### src/design/msr_pkg.sv
// Constants shared by the Modbus status and exception responder
package msr_pkg;

  // ----------------------------------------------------------------
  // Function codes and exception coding
  // ----------------------------------------------------------------
  localparam logic [7:0] MSR_FC_READ = 8'h03;
  localparam logic [7:0] MSR_FC_WRITE_ONE = 8'h06;
  localparam logic [7:0] MSR_FC_WRITE_MANY = 8'h10;
  localparam logic [7:0] MSR_EXC_FLAG = 8'h80;
  localparam logic [7:0] MSR_EXC_NONE = 8'h00;
  localparam logic [7:0] MSR_EXC_FUNC = 8'h01;
  localparam logic [7:0] MSR_EXC_ADDR = 8'h02;
  localparam logic [7:0] MSR_EXC_DATA = 8'h03;
  localparam logic [7:0] MSR_EXC_EXEC = 8'h04;

  // ----------------------------------------------------------------
  // Monitor word addresses
  // ----------------------------------------------------------------
  localparam logic [15:0] MSR_A_DOUT_STATE = 16'h2211;
  localparam logic [15:0] MSR_A_MULTISTEP = 16'h2212;
  localparam logic [15:0] MSR_A_IN_PINS = 16'h2213;
  localparam logic [15:0] MSR_A_OUT_PINS = 16'h2214;
  localparam logic [15:0] MSR_A_ENC_REVS = 16'h2215;
  localparam logic [15:0] MSR_A_PULSE_FREQ = 16'h2216;
  localparam logic [15:0] MSR_A_PULSE_POS = 16'h2217;
  localparam logic [15:0] MSR_A_TRACK_ERR = 16'h2218;
  localparam logic [15:0] MSR_A_OVERLOAD = 16'h2219;
  localparam logic [15:0] MSR_A_POLES = 16'h221D;
  localparam logic [15:0] MSR_A_USER_PAGE = 16'h221E;
  localparam logic [15:0] MSR_A_SEL_DISPLAY = 16'h221F;
  localparam logic [15:0] MSR_A_TURNS = 16'h2220;
  localparam logic [15:0] MSR_A_OP_POS = 16'h2221;
  localparam logic [15:0] MSR_A_FAN = 16'h2222;
  localparam logic [15:0] MSR_A_CTRL_MODE = 16'h2223;
  localparam logic [15:0] MSR_A_CARRIER = 16'h2224;
  localparam logic [15:0] MSR_A_RESERVED = 16'h2225;
  localparam logic [15:0] MSR_A_STATE_FLAGS = 16'h2226;
  localparam logic [15:0] MSR_A_TORQUE_EST = 16'h2227;
  localparam logic [15:0] MSR_A_TORQUE_CMD = 16'h2228;
  localparam logic [15:0] MSR_A_ENERGY = 16'h2229;
  localparam logic [15:0] MSR_A_TERM_LOW = 16'h222A;
  localparam logic [15:0] MSR_A_TERM_HIGH = 16'h222B;
  localparam logic [15:0] MSR_A_MPOS_LOW = 16'h222C;
  localparam logic [15:0] MSR_A_MPOS_HIGH = 16'h222D;
  localparam logic [15:0] MSR_A_HW_ID = 16'h2231;
  localparam logic [15:0] MSR_A_MASTER_FREQ = 16'h2233;
  localparam logic [15:0] MSR_A_COMBINED_FREQ = 16'h2234;

  // ----------------------------------------------------------------
  // Field layout of the drive state word
  // ----------------------------------------------------------------
  localparam int MSR_B_DIR_LO = 0;
  localparam int MSR_B_DIR_HI = 1;
  localparam int MSR_B_RDY_LO = 2;
  localparam int MSR_B_RDY_HI = 3;
  localparam int MSR_B_OUTPUT = 4;
  localparam int MSR_B_ALARM = 5;
  localparam logic [1:0] MSR_DIR_NONE = 2'h0;
  localparam logic [1:0] MSR_DIR_FWD = 2'h1;
  localparam logic [1:0] MSR_DIR_REV = 2'h2;
  localparam logic [1:0] MSR_RDY_OK = 2'h1;
  localparam logic [1:0] MSR_RDY_ERR = 2'h2;
  localparam logic [15:0] MSR_MODE_SPEED = 16'h0000;
  localparam logic [15:0] MSR_MODE_TORQUE = 16'h0001;

  // ----------------------------------------------------------------
  // Limits and timing
  // ----------------------------------------------------------------
  localparam logic [15:0] MSR_WORD_MAX = 16'hFFFF;
  localparam logic [15:0] MSR_MAX_READ_WORDS = 16'h0008;
  localparam int MSR_MAX_READ = 8;
  // Delay setting is held in tenths of a millisecond
  localparam logic [15:0] MSR_DELAY_MAX_TENTHS = 16'h07D0;
  localparam logic [15:0] MSR_DELAY_DEF_TENTHS = 16'h0014;
  localparam int MSR_CLK_PERIOD_NS = 10;
  localparam int MSR_DELAY_STEP_NS = 100000;
  localparam int MSR_DELAY_STEP_CYCLES = MSR_DELAY_STEP_NS / MSR_CLK_PERIOD_NS;

  typedef enum logic [1:0] {
    MSR_IDLE = 2'b00,
    MSR_CHECK = 2'b01,
    MSR_WAIT = 2'b10,
    MSR_SEND = 2'b11
  } msr_state_t;

endpackage : msr_pkg

### src/design/msr_responder.sv
// Modbus status word responder with exception replies and reply delay

// Overview of operation
// - A request that cannot be served is answered with its function code with bit 7 set, followed by an exception code.
// - The exception code is 1 for a bad function, 2 for a bad address, 3 for bad data and 4 when the function cannot be executed.
// - Every reply waits a programmable delay of 0.0 to 200.0 ms, 2.0 ms by default, after the request is taken.
// - Bits 1 to 0 of the drive state word read 00 with no direction, 01 forward and 10 reverse.
// - Bits 3 to 2 of the drive state word read 01 when ready and 10 on error.
// - Bit 4 of the drive state word shows output active and bit 5 shows an alarm present.
// - The control mode word reads 0 in speed mode and 1 in torque mode.
// - The first encoder revolution count restarts on a direction change or a zero stop display and saturates at 65535.
// - The motor turns count holds while stopped and clears when operation starts.
// - The motor operation position holds while stopped and clears when operation starts.
// - The second encoder pulse position is one word that saturates at 65535.
// - The pulse input terminal count is 32 bits, low word then high word at consecutive addresses.
// - The motor actual position is 32 bits read as a low word and a high word.
module msr_responder import msr_pkg::*; #(
  parameter int DELAY_STEP_CYCLES = MSR_DELAY_STEP_CYCLES
) (
  input wire logic clk,
  input wire logic rst,
  input wire logic ce,
  input wire logic req_valid,
  input wire logic [7:0] req_func,
  input wire logic [15:0] req_addr,
  input wire logic [15:0] req_count,
  input wire logic delay_load,
  input wire logic [15:0] delay_tenths,
  input wire logic run_forward,
  input wire logic run_reverse,
  input wire logic drive_fault,
  input wire logic drive_output,
  input wire logic drive_alarm,
  input wire logic torque_mode,
  input wire logic drive_running,
  input wire logic stop_display_zero,
  input wire logic first_encoder_input,
  input wire logic second_encoder_input,
  input wire logic pulse_input_terminal,
  input wire logic motor_turn_tick,
  input wire logic motor_position_tick,
  input wire logic [31:0] motor_actual_position,
  input wire logic [15:0] digital_output_state,
  input wire logic [15:0] active_multistep_speed,
  input wire logic [15:0] input_pin_state,
  input wire logic [15:0] output_pin_state,
  input wire logic [15:0] pulse_input_frequency,
  input wire logic [15:0] position_tracking_error,
  input wire logic [15:0] overload_counter_percent,
  input wire logic [15:0] magnet_motor_poles,
  input wire logic [15:0] user_page_value,
  input wire logic [15:0] selected_display_output,
  input wire logic [15:0] fan_speed_percent,
  input wire logic [15:0] carrier_frequency,
  input wire logic [15:0] estimated_output_torque,
  input wire logic [15:0] torque_command_percent,
  input wire logic [15:0] energy_kwh,
  input wire logic [15:0] hardware_identity,
  input wire logic [15:0] master_frequency_display,
  input wire logic [15:0] combined_frequency_display,
  output logic busy,
  output logic resp_valid,
  output logic resp_exception,
  output logic resp_last,
  output logic [7:0] resp_func,
  output logic [7:0] resp_code,
  output logic [15:0] resp_word
);

  typedef struct packed {
    msr_state_t state;
    logic [7:0] func;
    logic [15:0] addr;
    logic [15:0] count;
    logic [15:0] idx;
    logic [7:0] exc;
    logic [15:0] delay_tenths;
    logic [15:0] tenth_cnt;
    logic [15:0] step_cnt;
    logic [1:0] prev_dir;
    logic prev_run;
    logic [15:0] enc_revs;
    logic [15:0] turns;
    logic [15:0] op_pos;
    logic [15:0] pg2_pos;
    logic [31:0] term_cnt;
    logic [15:0] state_flags;
    logic [15:0] ctrl_mode;
    logic busy;
    logic resp_valid;
    logic resp_exception;
    logic resp_last;
    logic [7:0] resp_func;
    logic [7:0] resp_code;
    logic [15:0] resp_word;
    logic [15:0] beat_addr;
  } msr_regs_t;

  localparam logic [15:0] STEP_LAST = 16'(DELAY_STEP_CYCLES - 1);

  msr_regs_t s;
  msr_regs_t next_s;
  logic [15:0] rd_addr;
  logic [15:0] rd_word;
  logic [1:0] dir_code;
  logic [7:0] check_code;

  // ----------------------------------------------------------------
  // Address map
  // ----------------------------------------------------------------
  function automatic logic msr_mapped(input logic [15:0] a);
    unique case (a)
      MSR_A_DOUT_STATE, MSR_A_MULTISTEP, MSR_A_IN_PINS, MSR_A_OUT_PINS,
      MSR_A_ENC_REVS, MSR_A_PULSE_FREQ, MSR_A_PULSE_POS, MSR_A_TRACK_ERR,
      MSR_A_OVERLOAD, MSR_A_POLES, MSR_A_USER_PAGE, MSR_A_SEL_DISPLAY,
      MSR_A_TURNS, MSR_A_OP_POS, MSR_A_FAN, MSR_A_CTRL_MODE, MSR_A_CARRIER,
      MSR_A_RESERVED, MSR_A_STATE_FLAGS, MSR_A_TORQUE_EST, MSR_A_TORQUE_CMD,
      MSR_A_ENERGY, MSR_A_TERM_LOW, MSR_A_TERM_HIGH, MSR_A_MPOS_LOW,
      MSR_A_MPOS_HIGH, MSR_A_HW_ID, MSR_A_MASTER_FREQ,
      MSR_A_COMBINED_FREQ: msr_mapped = 1'b1;
      default: msr_mapped = 1'b0;
    endcase
  endfunction : msr_mapped

  assign rd_addr = s.addr + s.idx;
  assign dir_code = run_reverse ? MSR_DIR_REV :
                    (run_forward ? MSR_DIR_FWD : MSR_DIR_NONE);

  always_comb begin
    unique case (rd_addr)
      MSR_A_DOUT_STATE: rd_word = digital_output_state;
      MSR_A_MULTISTEP: rd_word = active_multistep_speed;
      MSR_A_IN_PINS: rd_word = input_pin_state;
      MSR_A_OUT_PINS: rd_word = output_pin_state;
      MSR_A_ENC_REVS: rd_word = s.enc_revs;
      MSR_A_PULSE_FREQ: rd_word = pulse_input_frequency;
      MSR_A_PULSE_POS: rd_word = s.pg2_pos;
      MSR_A_TRACK_ERR: rd_word = position_tracking_error;
      MSR_A_OVERLOAD: rd_word = overload_counter_percent;
      MSR_A_POLES: rd_word = magnet_motor_poles;
      MSR_A_USER_PAGE: rd_word = user_page_value;
      MSR_A_SEL_DISPLAY: rd_word = selected_display_output;
      MSR_A_TURNS: rd_word = s.turns;
      MSR_A_OP_POS: rd_word = s.op_pos;
      MSR_A_FAN: rd_word = fan_speed_percent;
      MSR_A_CTRL_MODE: rd_word = s.ctrl_mode;
      MSR_A_CARRIER: rd_word = carrier_frequency;
      MSR_A_STATE_FLAGS: rd_word = s.state_flags;
      MSR_A_TORQUE_EST: rd_word = estimated_output_torque;
      MSR_A_TORQUE_CMD: rd_word = torque_command_percent;
      MSR_A_ENERGY: rd_word = energy_kwh;
      MSR_A_TERM_LOW: rd_word = s.term_cnt[15:0];
      MSR_A_TERM_HIGH: rd_word = s.term_cnt[31:16];
      MSR_A_MPOS_LOW: rd_word = motor_actual_position[15:0];
      MSR_A_MPOS_HIGH: rd_word = motor_actual_position[31:16];
      MSR_A_HW_ID: rd_word = hardware_identity;
      MSR_A_MASTER_FREQ: rd_word = master_frequency_display;
      MSR_A_COMBINED_FREQ: rd_word = combined_frequency_display;
      default: rd_word = 16'h0000;
    endcase
  end

  // ----------------------------------------------------------------
  // Request check
  // ----------------------------------------------------------------
  // Scans the whole span so that no word of a reply is ever unmapped
  always_comb begin
    logic span_bad;
    logic span_long;
    span_bad = 1'b0;
    span_long = (s.count == 16'h0000) || (s.count > MSR_MAX_READ_WORDS);
    for (int i = 0; i < MSR_MAX_READ; i++) begin
      if (16'(i) < s.count && !msr_mapped(s.addr + 16'(i))) begin
        span_bad = 1'b1;
      end
    end
    unique case (s.func)
      MSR_FC_READ: begin
        check_code = span_long ? MSR_EXC_DATA :
                     (span_bad ? MSR_EXC_ADDR : MSR_EXC_NONE);
      end
      MSR_FC_WRITE_ONE: begin
        // Every word here is read-only: a mapped target cannot be written
        check_code = msr_mapped(s.addr) ? MSR_EXC_EXEC : MSR_EXC_ADDR;
      end
      MSR_FC_WRITE_MANY: begin
        check_code = span_long ? MSR_EXC_DATA :
                     (span_bad ? MSR_EXC_ADDR : MSR_EXC_EXEC);
      end
      default: check_code = MSR_EXC_FUNC;
    endcase
  end

  // ----------------------------------------------------------------
  // Next state
  // ----------------------------------------------------------------
  always_comb begin
    next_s = s;
    next_s.resp_valid = 1'b0;
    next_s.resp_last = 1'b0;
    next_s.resp_exception = 1'b0;

    if (delay_load) begin
      next_s.delay_tenths = (delay_tenths > MSR_DELAY_MAX_TENTHS) ?
                            MSR_DELAY_MAX_TENTHS : delay_tenths;
    end

    next_s.state_flags = 16'h0000;
    next_s.state_flags[MSR_B_DIR_HI:MSR_B_DIR_LO] = dir_code;
    next_s.state_flags[MSR_B_RDY_HI:MSR_B_RDY_LO] =
      drive_fault ? MSR_RDY_ERR : MSR_RDY_OK;
    next_s.state_flags[MSR_B_OUTPUT] = drive_output;
    next_s.state_flags[MSR_B_ALARM] = drive_alarm;
    next_s.ctrl_mode = torque_mode ? MSR_MODE_TORQUE : MSR_MODE_SPEED;

    next_s.prev_dir = dir_code;
    if (dir_code != s.prev_dir || stop_display_zero) begin
      next_s.enc_revs = 16'h0000;
    end else if (first_encoder_input && s.enc_revs != MSR_WORD_MAX) begin
      next_s.enc_revs = s.enc_revs + 16'h0001;
    end

    next_s.prev_run = drive_running;
    if (drive_running && !s.prev_run) begin
      next_s.turns = 16'h0000;
      next_s.op_pos = 16'h0000;
    end else if (drive_running) begin
      if (motor_turn_tick) begin
        next_s.turns = s.turns + 16'h0001;
      end
      if (motor_position_tick) begin
        next_s.op_pos = s.op_pos + 16'h0001;
      end
    end

    if (second_encoder_input && s.pg2_pos != MSR_WORD_MAX) begin
      next_s.pg2_pos = s.pg2_pos + 16'h0001;
    end
    if (pulse_input_terminal) begin
      next_s.term_cnt = s.term_cnt + 32'h0000_0001;
    end

    unique case (s.state)
      MSR_IDLE: begin
        if (req_valid) begin
          next_s.func = req_func;
          next_s.addr = req_addr;
          next_s.count = req_count;
          next_s.idx = 16'h0000;
          next_s.state = MSR_CHECK;
        end
      end
      MSR_CHECK: begin
        next_s.exc = check_code;
        next_s.tenth_cnt = s.delay_tenths;
        next_s.step_cnt = STEP_LAST;
        next_s.state = (s.delay_tenths == 16'h0000) ? MSR_SEND : MSR_WAIT;
      end
      MSR_WAIT: begin
        if (s.step_cnt == 16'h0000) begin
          next_s.step_cnt = STEP_LAST;
          next_s.tenth_cnt = s.tenth_cnt - 16'h0001;
          if (s.tenth_cnt == 16'h0001) begin
            next_s.state = MSR_SEND;
          end
        end else begin
          next_s.step_cnt = s.step_cnt - 16'h0001;
        end
      end
      MSR_SEND: begin
        next_s.resp_valid = 1'b1;
        next_s.beat_addr = rd_addr;
        if (s.exc != MSR_EXC_NONE) begin
          next_s.resp_exception = 1'b1;
          next_s.resp_func = s.func | MSR_EXC_FLAG;
          next_s.resp_code = s.exc;
          next_s.resp_word = 16'h0000;
          next_s.resp_last = 1'b1;
          next_s.state = MSR_IDLE;
        end else begin
          next_s.resp_func = s.func;
          next_s.resp_code = MSR_EXC_NONE;
          next_s.resp_word = rd_word;
          next_s.idx = s.idx + 16'h0001;
          if (s.idx == s.count - 16'h0001) begin
            next_s.resp_last = 1'b1;
            next_s.state = MSR_IDLE;
          end
        end
      end
    endcase
    next_s.busy = (next_s.state != MSR_IDLE);
  end

  always_ff @(posedge clk) begin
    if (rst) begin
      s <= '0;
      s.state <= MSR_IDLE;
      s.delay_tenths <= MSR_DELAY_DEF_TENTHS;
    end else if (ce) begin
      s <= next_s;
    end
  end

  assign busy = s.busy;
  assign resp_valid = s.resp_valid;
  assign resp_exception = s.resp_exception;
  assign resp_last = s.resp_last;
  assign resp_func = s.resp_func;
  assign resp_code = s.resp_code;
  assign resp_word = s.resp_word;
endmodule : msr_responder

### config.mk
export PLATFORM = sky130hd
export DESIGN_NAME = msr_responder
export DESIGN_NICKNAME = d
export VERILOG_FILES = /design/src/design/msr_pkg.sv /design/src/design/msr_responder.sv
export SDC_FILE = /design/constraint.sdc
export NUM_CORES = 1
export LEC_CHECK = 0
export ABC_AREA = 1
export BUFFER_PORTS_ARGS = -buffer_cell sky130_fd_sc_hd__buf_2
export CORE_UTILIZATION = 55
export DETAILED_ROUTE_END_ITERATION = 6
export PLACE_DENSITY = 0.88
export SETUP_SLACK_MARGIN = 0.1
export SLEW_MARGIN = 20
export SYNTH_ARGS = -nofsm -noshare
export SYNTH_HDL_FRONTEND = slang
export SYNTH_SLANG_ARGS = --single-unit
### constraint.sdc
create_clock -name clk -period 3.6 [get_ports clk]
set_clock_uncertainty 0.05 [all_clocks]
set_input_delay 0.54 -clock clk [delete_from_list [all_inputs] [get_ports clk]]
set_output_delay 0.54 -clock clk [all_outputs]
set_load 0.01 [all_outputs]
* Yosys cells after proc, flatten, opt, wreduce, memory -nomap -nowiden
Cells that the tools add are included.
** Storage, ports and cells
- Input port bits :: 394
- Logic and storage cells :: 432
- Output and inout bits :: 36
- Register bits :: 287
** Cells by class
- Reduce and logical (&&, ||, !) cells :: 54
- $lt $le $gt $ge :: 10
- Add/sub/neg operators :: 17
- Equal/unequal tests :: 274
- Muxes and demuxes :: 51
** Operator list (count)
- $eq A16 B14 Y1 const B :: 260
- $pmux W16 S28 :: 1
- $reduce_or A29 Y1 :: 8
- $mux W16 :: 8
- $add A16 B1 Y16 const B :: 6
- $add A16 B3 Y16 const B :: 4
- $lt A3 B16 Y1 const A :: 4
- $mux W32 :: 2
- $pmux W32 S2 :: 1
- $mux W58 :: 1
- $mux W51 :: 1
- $logic_not A16 Y1 :: 3
- $sub A16 B1 Y16 const B :: 3
- $mux W33 :: 1
- $add A16 B2 Y16 const B :: 2
- $add A32 B1 Y32 const B :: 1
- $lt A1 B16 Y1 const A :: 2
- $lt A2 B16 Y1 const A :: 2
- $ne A16 B16 Y1 const B :: 2
- $pmux W16 S2 :: 1
- $mux W1 :: 22
- $add A16 B16 Y16 :: 1
- $eq A16 B1 Y1 const B :: 1
- $eq A16 B16 Y1 :: 1
- other kinds (22) :: 68

* Logic depth before layout (Yosys ltp)
- Depth after elaboration :: 16
- Gate-level depth with buffers :: 23
- Depth with buffers taken out :: 22

* Worst setup path after synthesis
No wires, ideal clock.
- Path kind :: register -> register
- Start :: register s[239] (netlist name)
- End :: register s (netlist bit resp_word[7])
- Path buffers :: 1
- Clock period less this slack :: 2.785 ns
- Data arrival time :: 2.669 ns
- Library setup time :: 0.066 ns
- Cell stages (with the launch flop) :: 17
- Path slack :: 0.815 ns
- Cells stage by stage :: dfxtp_1 > ha_1 > fa_1 > xor2_1 > inv_2 > nor2_1 > nand2_2 > nor2_2 > buf_2 > nand3_1 > nand2_1 > nor2_1 > nand2_1 > nor2_1 > nand2_1 > nand2_1 > a21oi_2
** Between the ends
- Cells in the longest elaborated chain, start to end :: 4
- Elaborated cells on any way between the ends :: 31
- Classes of those cells :: add/sub (1); eq/ne (28); mux (2)
** Ends and longest elaborated chain
- start, declared :: RTL line msr_responder.sv:101 : msr_regs_t s;
- start signal, assigned :: RTL line msr_responder.sv:301 : s <= next_s;
- $add A16 B16 Y16 (*) :: RTL line msr_responder.sv:125 : assign rd_addr = s.addr + s.idx;
- $eq A16 B14 Y1 :: RTL line msr_responder.sv:130 : unique case (rd_addr)
- $pmux W16 S28 (*) :: RTL line msr_responder.sv:130
- $mux W33 (*) :: RTL line msr_responder.sv:273 : if (s.exc != MSR_EXC_NONE) begin
Every way passes the cells marked *; elsewhere a longest branch is shown, timed or not.
A chain may end at the register's enable or synchronous reset.

* Worst setup path in the final report
- Start :: register s[239] (netlist name)
- End :: register s (netlist bit resp_word[12])
The elaborated chain is that of the path after synthesis.

==> impl_metrics.csv <==
group,metric,value,unit
run_status,run_status,"completed",
cells_and_area,flow.area_growth_from_synthesis,19.2,%
pwr,irDropWorstVdd,397,µV
synthesis,synthesis.area_per_instance,6.01,µm²
grt,track_usage,42.9,%
floorplanning,die_x,191,µm
placed_design,routabilityCongestion,1.10,
sta,pins_over_slew_limit,0,
clocking,clock_insertion_delay_worst_skew,0.57,ns
sta,final_hold_viol_count,0,
synthesis,synth_common_cells,"sky130_fd_sc_hd__nand2_1, sky130_fd_sc_hd__nand3_1, sky130_fd_sc_hd__nor2_1, sky130_fd_sc_hd__inv_1, sky130_fd_sc_hd__dfxtp_1",
floorplanning,floorplan.die.height,191,µm
pwr,totalPowerFinal,0.00737,W
worst_setup_path,wp_data_required,3.97,ns
worst_setup_path,criticalPathCategory,"reg2reg",
worst_setup_path,critical_path.startpoint_type,"flop",
detailed_routing,avgRoutedWirePerCell,20.1,µm
synthesis,synth_flop_cell,"sky130_fd_sc_hd__dfxtp_1",
clocking,clock_tree.buffer_depth,3,
pwr,power-per-cell-area,316,mW/mm²
min_path,worst_hold_path_type,"in2reg",
placed_design,dp.cells,4052,
worst_setup_path,worstRegToRegCells,19,
clocking,hold_buffers,0,
floorplanning,start_util,56.2,%
cells_and_area,final_util,67.0,%
sta,final_tns_setup,0,ns
sta,rsz0062_at_grt,"no",
worst_setup_path,capture_instance_of_the_worst_register_to_register_path,"resp_word[12]",
grt,grt_pass1_vias,21800,
placed_design,place_hpwl,62900,µm
min_path,min_delay_startpoint,"delay_tenths[10]",
clocking,cts.sinks,244,
synthesis,most_numerous_cell_in_the_yosys_netlist,"sky130_fd_sc_hd__nand2_1",
sta,timing.fmax,298,MHz
detailed_routing,remaining_drc_errors,0,
clocking,cts_root_buffer,"sky130_fd_sc_hd__clkbuf_16",
synthesis,netlist.top_cell.by_area,"sky130_fd_sc_hd__dfxtp_1",
cells_and_area,count_of_non_filler_cells_in_the_finished_layout,4118,
detailed_routing,ant_nets,0,
detailed_routing,routed-via-count,24600,
synthesis,synth-async-reset-ratio,0,%
grt,number_of_antenna_violations_at_the_first_check_in_global_routing,10,
grt,grt_pass1_wl,120000,µm
worst_setup_path,setup.worst_path.end_class,"flop",
cells_and_area,n_fill_cell,3245,
clocking,tritoncts,"built",
min_path,holdPathEnd,"s[225]",
clocking,cts.clk_slew.worst_paths,0.07,ns
synthesis,synth-warning-count,0,
worst_setup_path,crit_fanout,24,
sta,post-route-min-period,3.36,ns
floorplanning,dieArea,0.0363,mm²
placed_design,io_buffers,424,
floorplanning,boundaryPins,430,
synthesis,synthesis.instances,3257,
detailed_routing,drt_iter0_markers,3478,
sta,period_share,93.3,%
detailed_routing,drt_first_pass_iters,7,
worst_setup_path,worst-r2r-setup-slack,0.24,ns
synthesis,synthDominantCellAreaShare,25.0,%
cells_and_area,drive_above_1_share,17.9,%
min_path,timing.hold.worst_path_depth,3,
sta,transition_time_at_the_pin_with_the_least_slew_margin,0.990,ns
detailed_routing,postRouteWirelength,82800,µm
clocking,cts_max_level,1,
sta,postLayoutSetupSlackWorst,0.243,ns
sta,maxSlewHeadroom,34.0,%
sta,setup_violations,0,
synthesis,synth-seq-area-share,25.0,%
grt,grt.overflow.total,0,
synthesis,synth-edff-count,0,
grt,grt_start_max_net_pins,79,
floorplanning,core.rowCount,68,
cells_and_area,finalNetCount,4069,
synthesis,ys_seq_elements,244,
floorplanning,fp.coreArea,0.0348,mm²
synthesis,synth_cell_types,58,
pwr,leakage,11.3,nW
worst_setup_path,reg2reg_from,"s[239]",
worst_setup_path,crit_arrival,3.73,ns
flow_run,drv.max_cap_violation_count,0,
detailed_routing,route.detailed.vias_per_inst,5.98,
cells_and_area,seqCellArea,0.00489,mm²
clocking,cts_buf_count,27,
synthesis,syn_area,0.0196,mm²
placed_design,place_worst_setup_slack,0.213,ns
cells_and_area,multi_input_logic_area,0.0125,mm²
synthesis,biggest_area_contributors_in_the_synthesized_netlist,"sky130_fd_sc_hd__dfxtp_1, sky130_fd_sc_hd__nand2_1, sky130_fd_sc_hd__nand3_1",
metal layers:
layer	vias up	global-route usage [%]	wire length, µm
met1	10900	51.7	30100
li1	11500	-	-
met4	10	31.2	7060
met3	452	12.0	10900
met2	1777	65.1	34700
met5	-	0.824	98
worst max path at each step:
stage | slack (ns) | start | to | cells past startpoint
2_1_floorplan | 0.82 | s[239] | resp_word[7] | 16
3_3_place_gp | 0.26 | s[239] | resp_word[0] | 19
3_5_place_dp | 0.21 | s[239] | resp_word[0] | 19
4_1_cts | 0.20 | s[239] | resp_word[0] | 19
5_1_grt | 0.03 | s[242] | resp_word[12] | 22
6_report | 0.24 | s[239] | resp_word[12] | 19
critical path, stage by stage (launching register included):
cell and delay (ns):
sky130_fd_sc_hd__dfxtp_1 0.37, sky130_fd_sc_hd__ha_2 0.24, sky130_fd_sc_hd__fa_2 0.37, sky130_fd_sc_hd__nand3_1 0.10
sky130_fd_sc_hd__nand3_2 0.12, sky130_fd_sc_hd__a21oi_1 0.18, sky130_fd_sc_hd__xnor2_1 0.13, sky130_fd_sc_hd__nor2_1 0.06
sky130_fd_sc_hd__nand2_1 0.10, sky130_fd_sc_hd__nor2_4 0.07, sky130_fd_sc_hd__clkbuf_16 0.19, sky130_fd_sc_hd__clkbuf_16 0.21
sky130_fd_sc_hd__nand3_1 0.08, sky130_fd_sc_hd__nand2_1 0.09, sky130_fd_sc_hd__nor2_4 0.32, sky130_fd_sc_hd__nand2_1 0.12
sky130_fd_sc_hd__nor2_2 0.22, sky130_fd_sc_hd__nand2_1 0.07, sky130_fd_sc_hd__nand2_1 0.08, sky130_fd_sc_hd__a21oi_2 0.05
report_power, final:
group          total, W  leakage (nW)  switching, W  internal [W]
sequential      0.00287          1.98     0.0000866       0.00278
clock           0.00312         0.481       0.00124       0.00188
combinational   0.00138          8.88      0.000882      0.000503
total           0.00737          11.3       0.00221       0.00516
what timing repair did:
| action | in CTS | in global routing |
|---|---|---|
| setup endpoints to repair | 0 | 16 |
| hold endpoints to repair | 0 | 0 |
| buffers inserted | 0 | 2 |
| gates resized for setup | 0 | 31 |
cells in the final DEF (no fill, tap or decap), types with 69 or more instances in the layout:
cell	Yosys	layout
sky130_fd_sc_hd__buf_4	64	72
sky130_fd_sc_hd__o21ai_0	186	184
sky130_fd_sc_hd__nor2_1	402	395
sky130_fd_sc_hd__nand3_1	532	528
sky130_fd_sc_hd__dfxtp_1	244	242
sky130_fd_sc_hd__buf_2	45	424
sky130_fd_sc_hd__nor3_1	69	69
sky130_fd_sc_hd__inv_1	316	313
sky130_fd_sc_hd__nand2_1	746	745
sky130_fd_sc_hd__a21oi_1	194	194
kinds of logic after synthesis:
group,Yosys count,share of synthesized area (%)
buffers and inverters,502,11.5
and+or+nand+nor,1903,43.8
DFF,244,25.0
other,1,0.0192
AOI/OAI and AO/OA,479,13.1
xor gates and xnor gates,90,4.11
adders and majority gates,38,2.47
final cells by class:
cell class / instances / share of cell area, %
clock buffer: 41 / 3.55
multi-input combinational: 2515 / 53.6
sequential: 244 / 21.0
inverter: 334 / 5.38
tap: 455 / 2.44
timing repair buffer: 515 / 13.3
antenna: 6 / 0.0644
clock inverter: 8 / 0.703
flip-flops by register name, indices dropped and copies added (netlist names):
signal          count
s                 213
resp_word          16
resp_func           8
resp_code           3
busy                1
resp_exception      1
resp_last           1
resp_valid          1
through the flow:
stage	cell area [µm²]	hold WS (ns)
floorplan	19600	0.385
global placement	22000	0.398
detailed placement	22000	0.403
CTS	23000	0.150
global route	23300	0.165
finish	23300	0.155
Power figures use the tool's default switching activity.
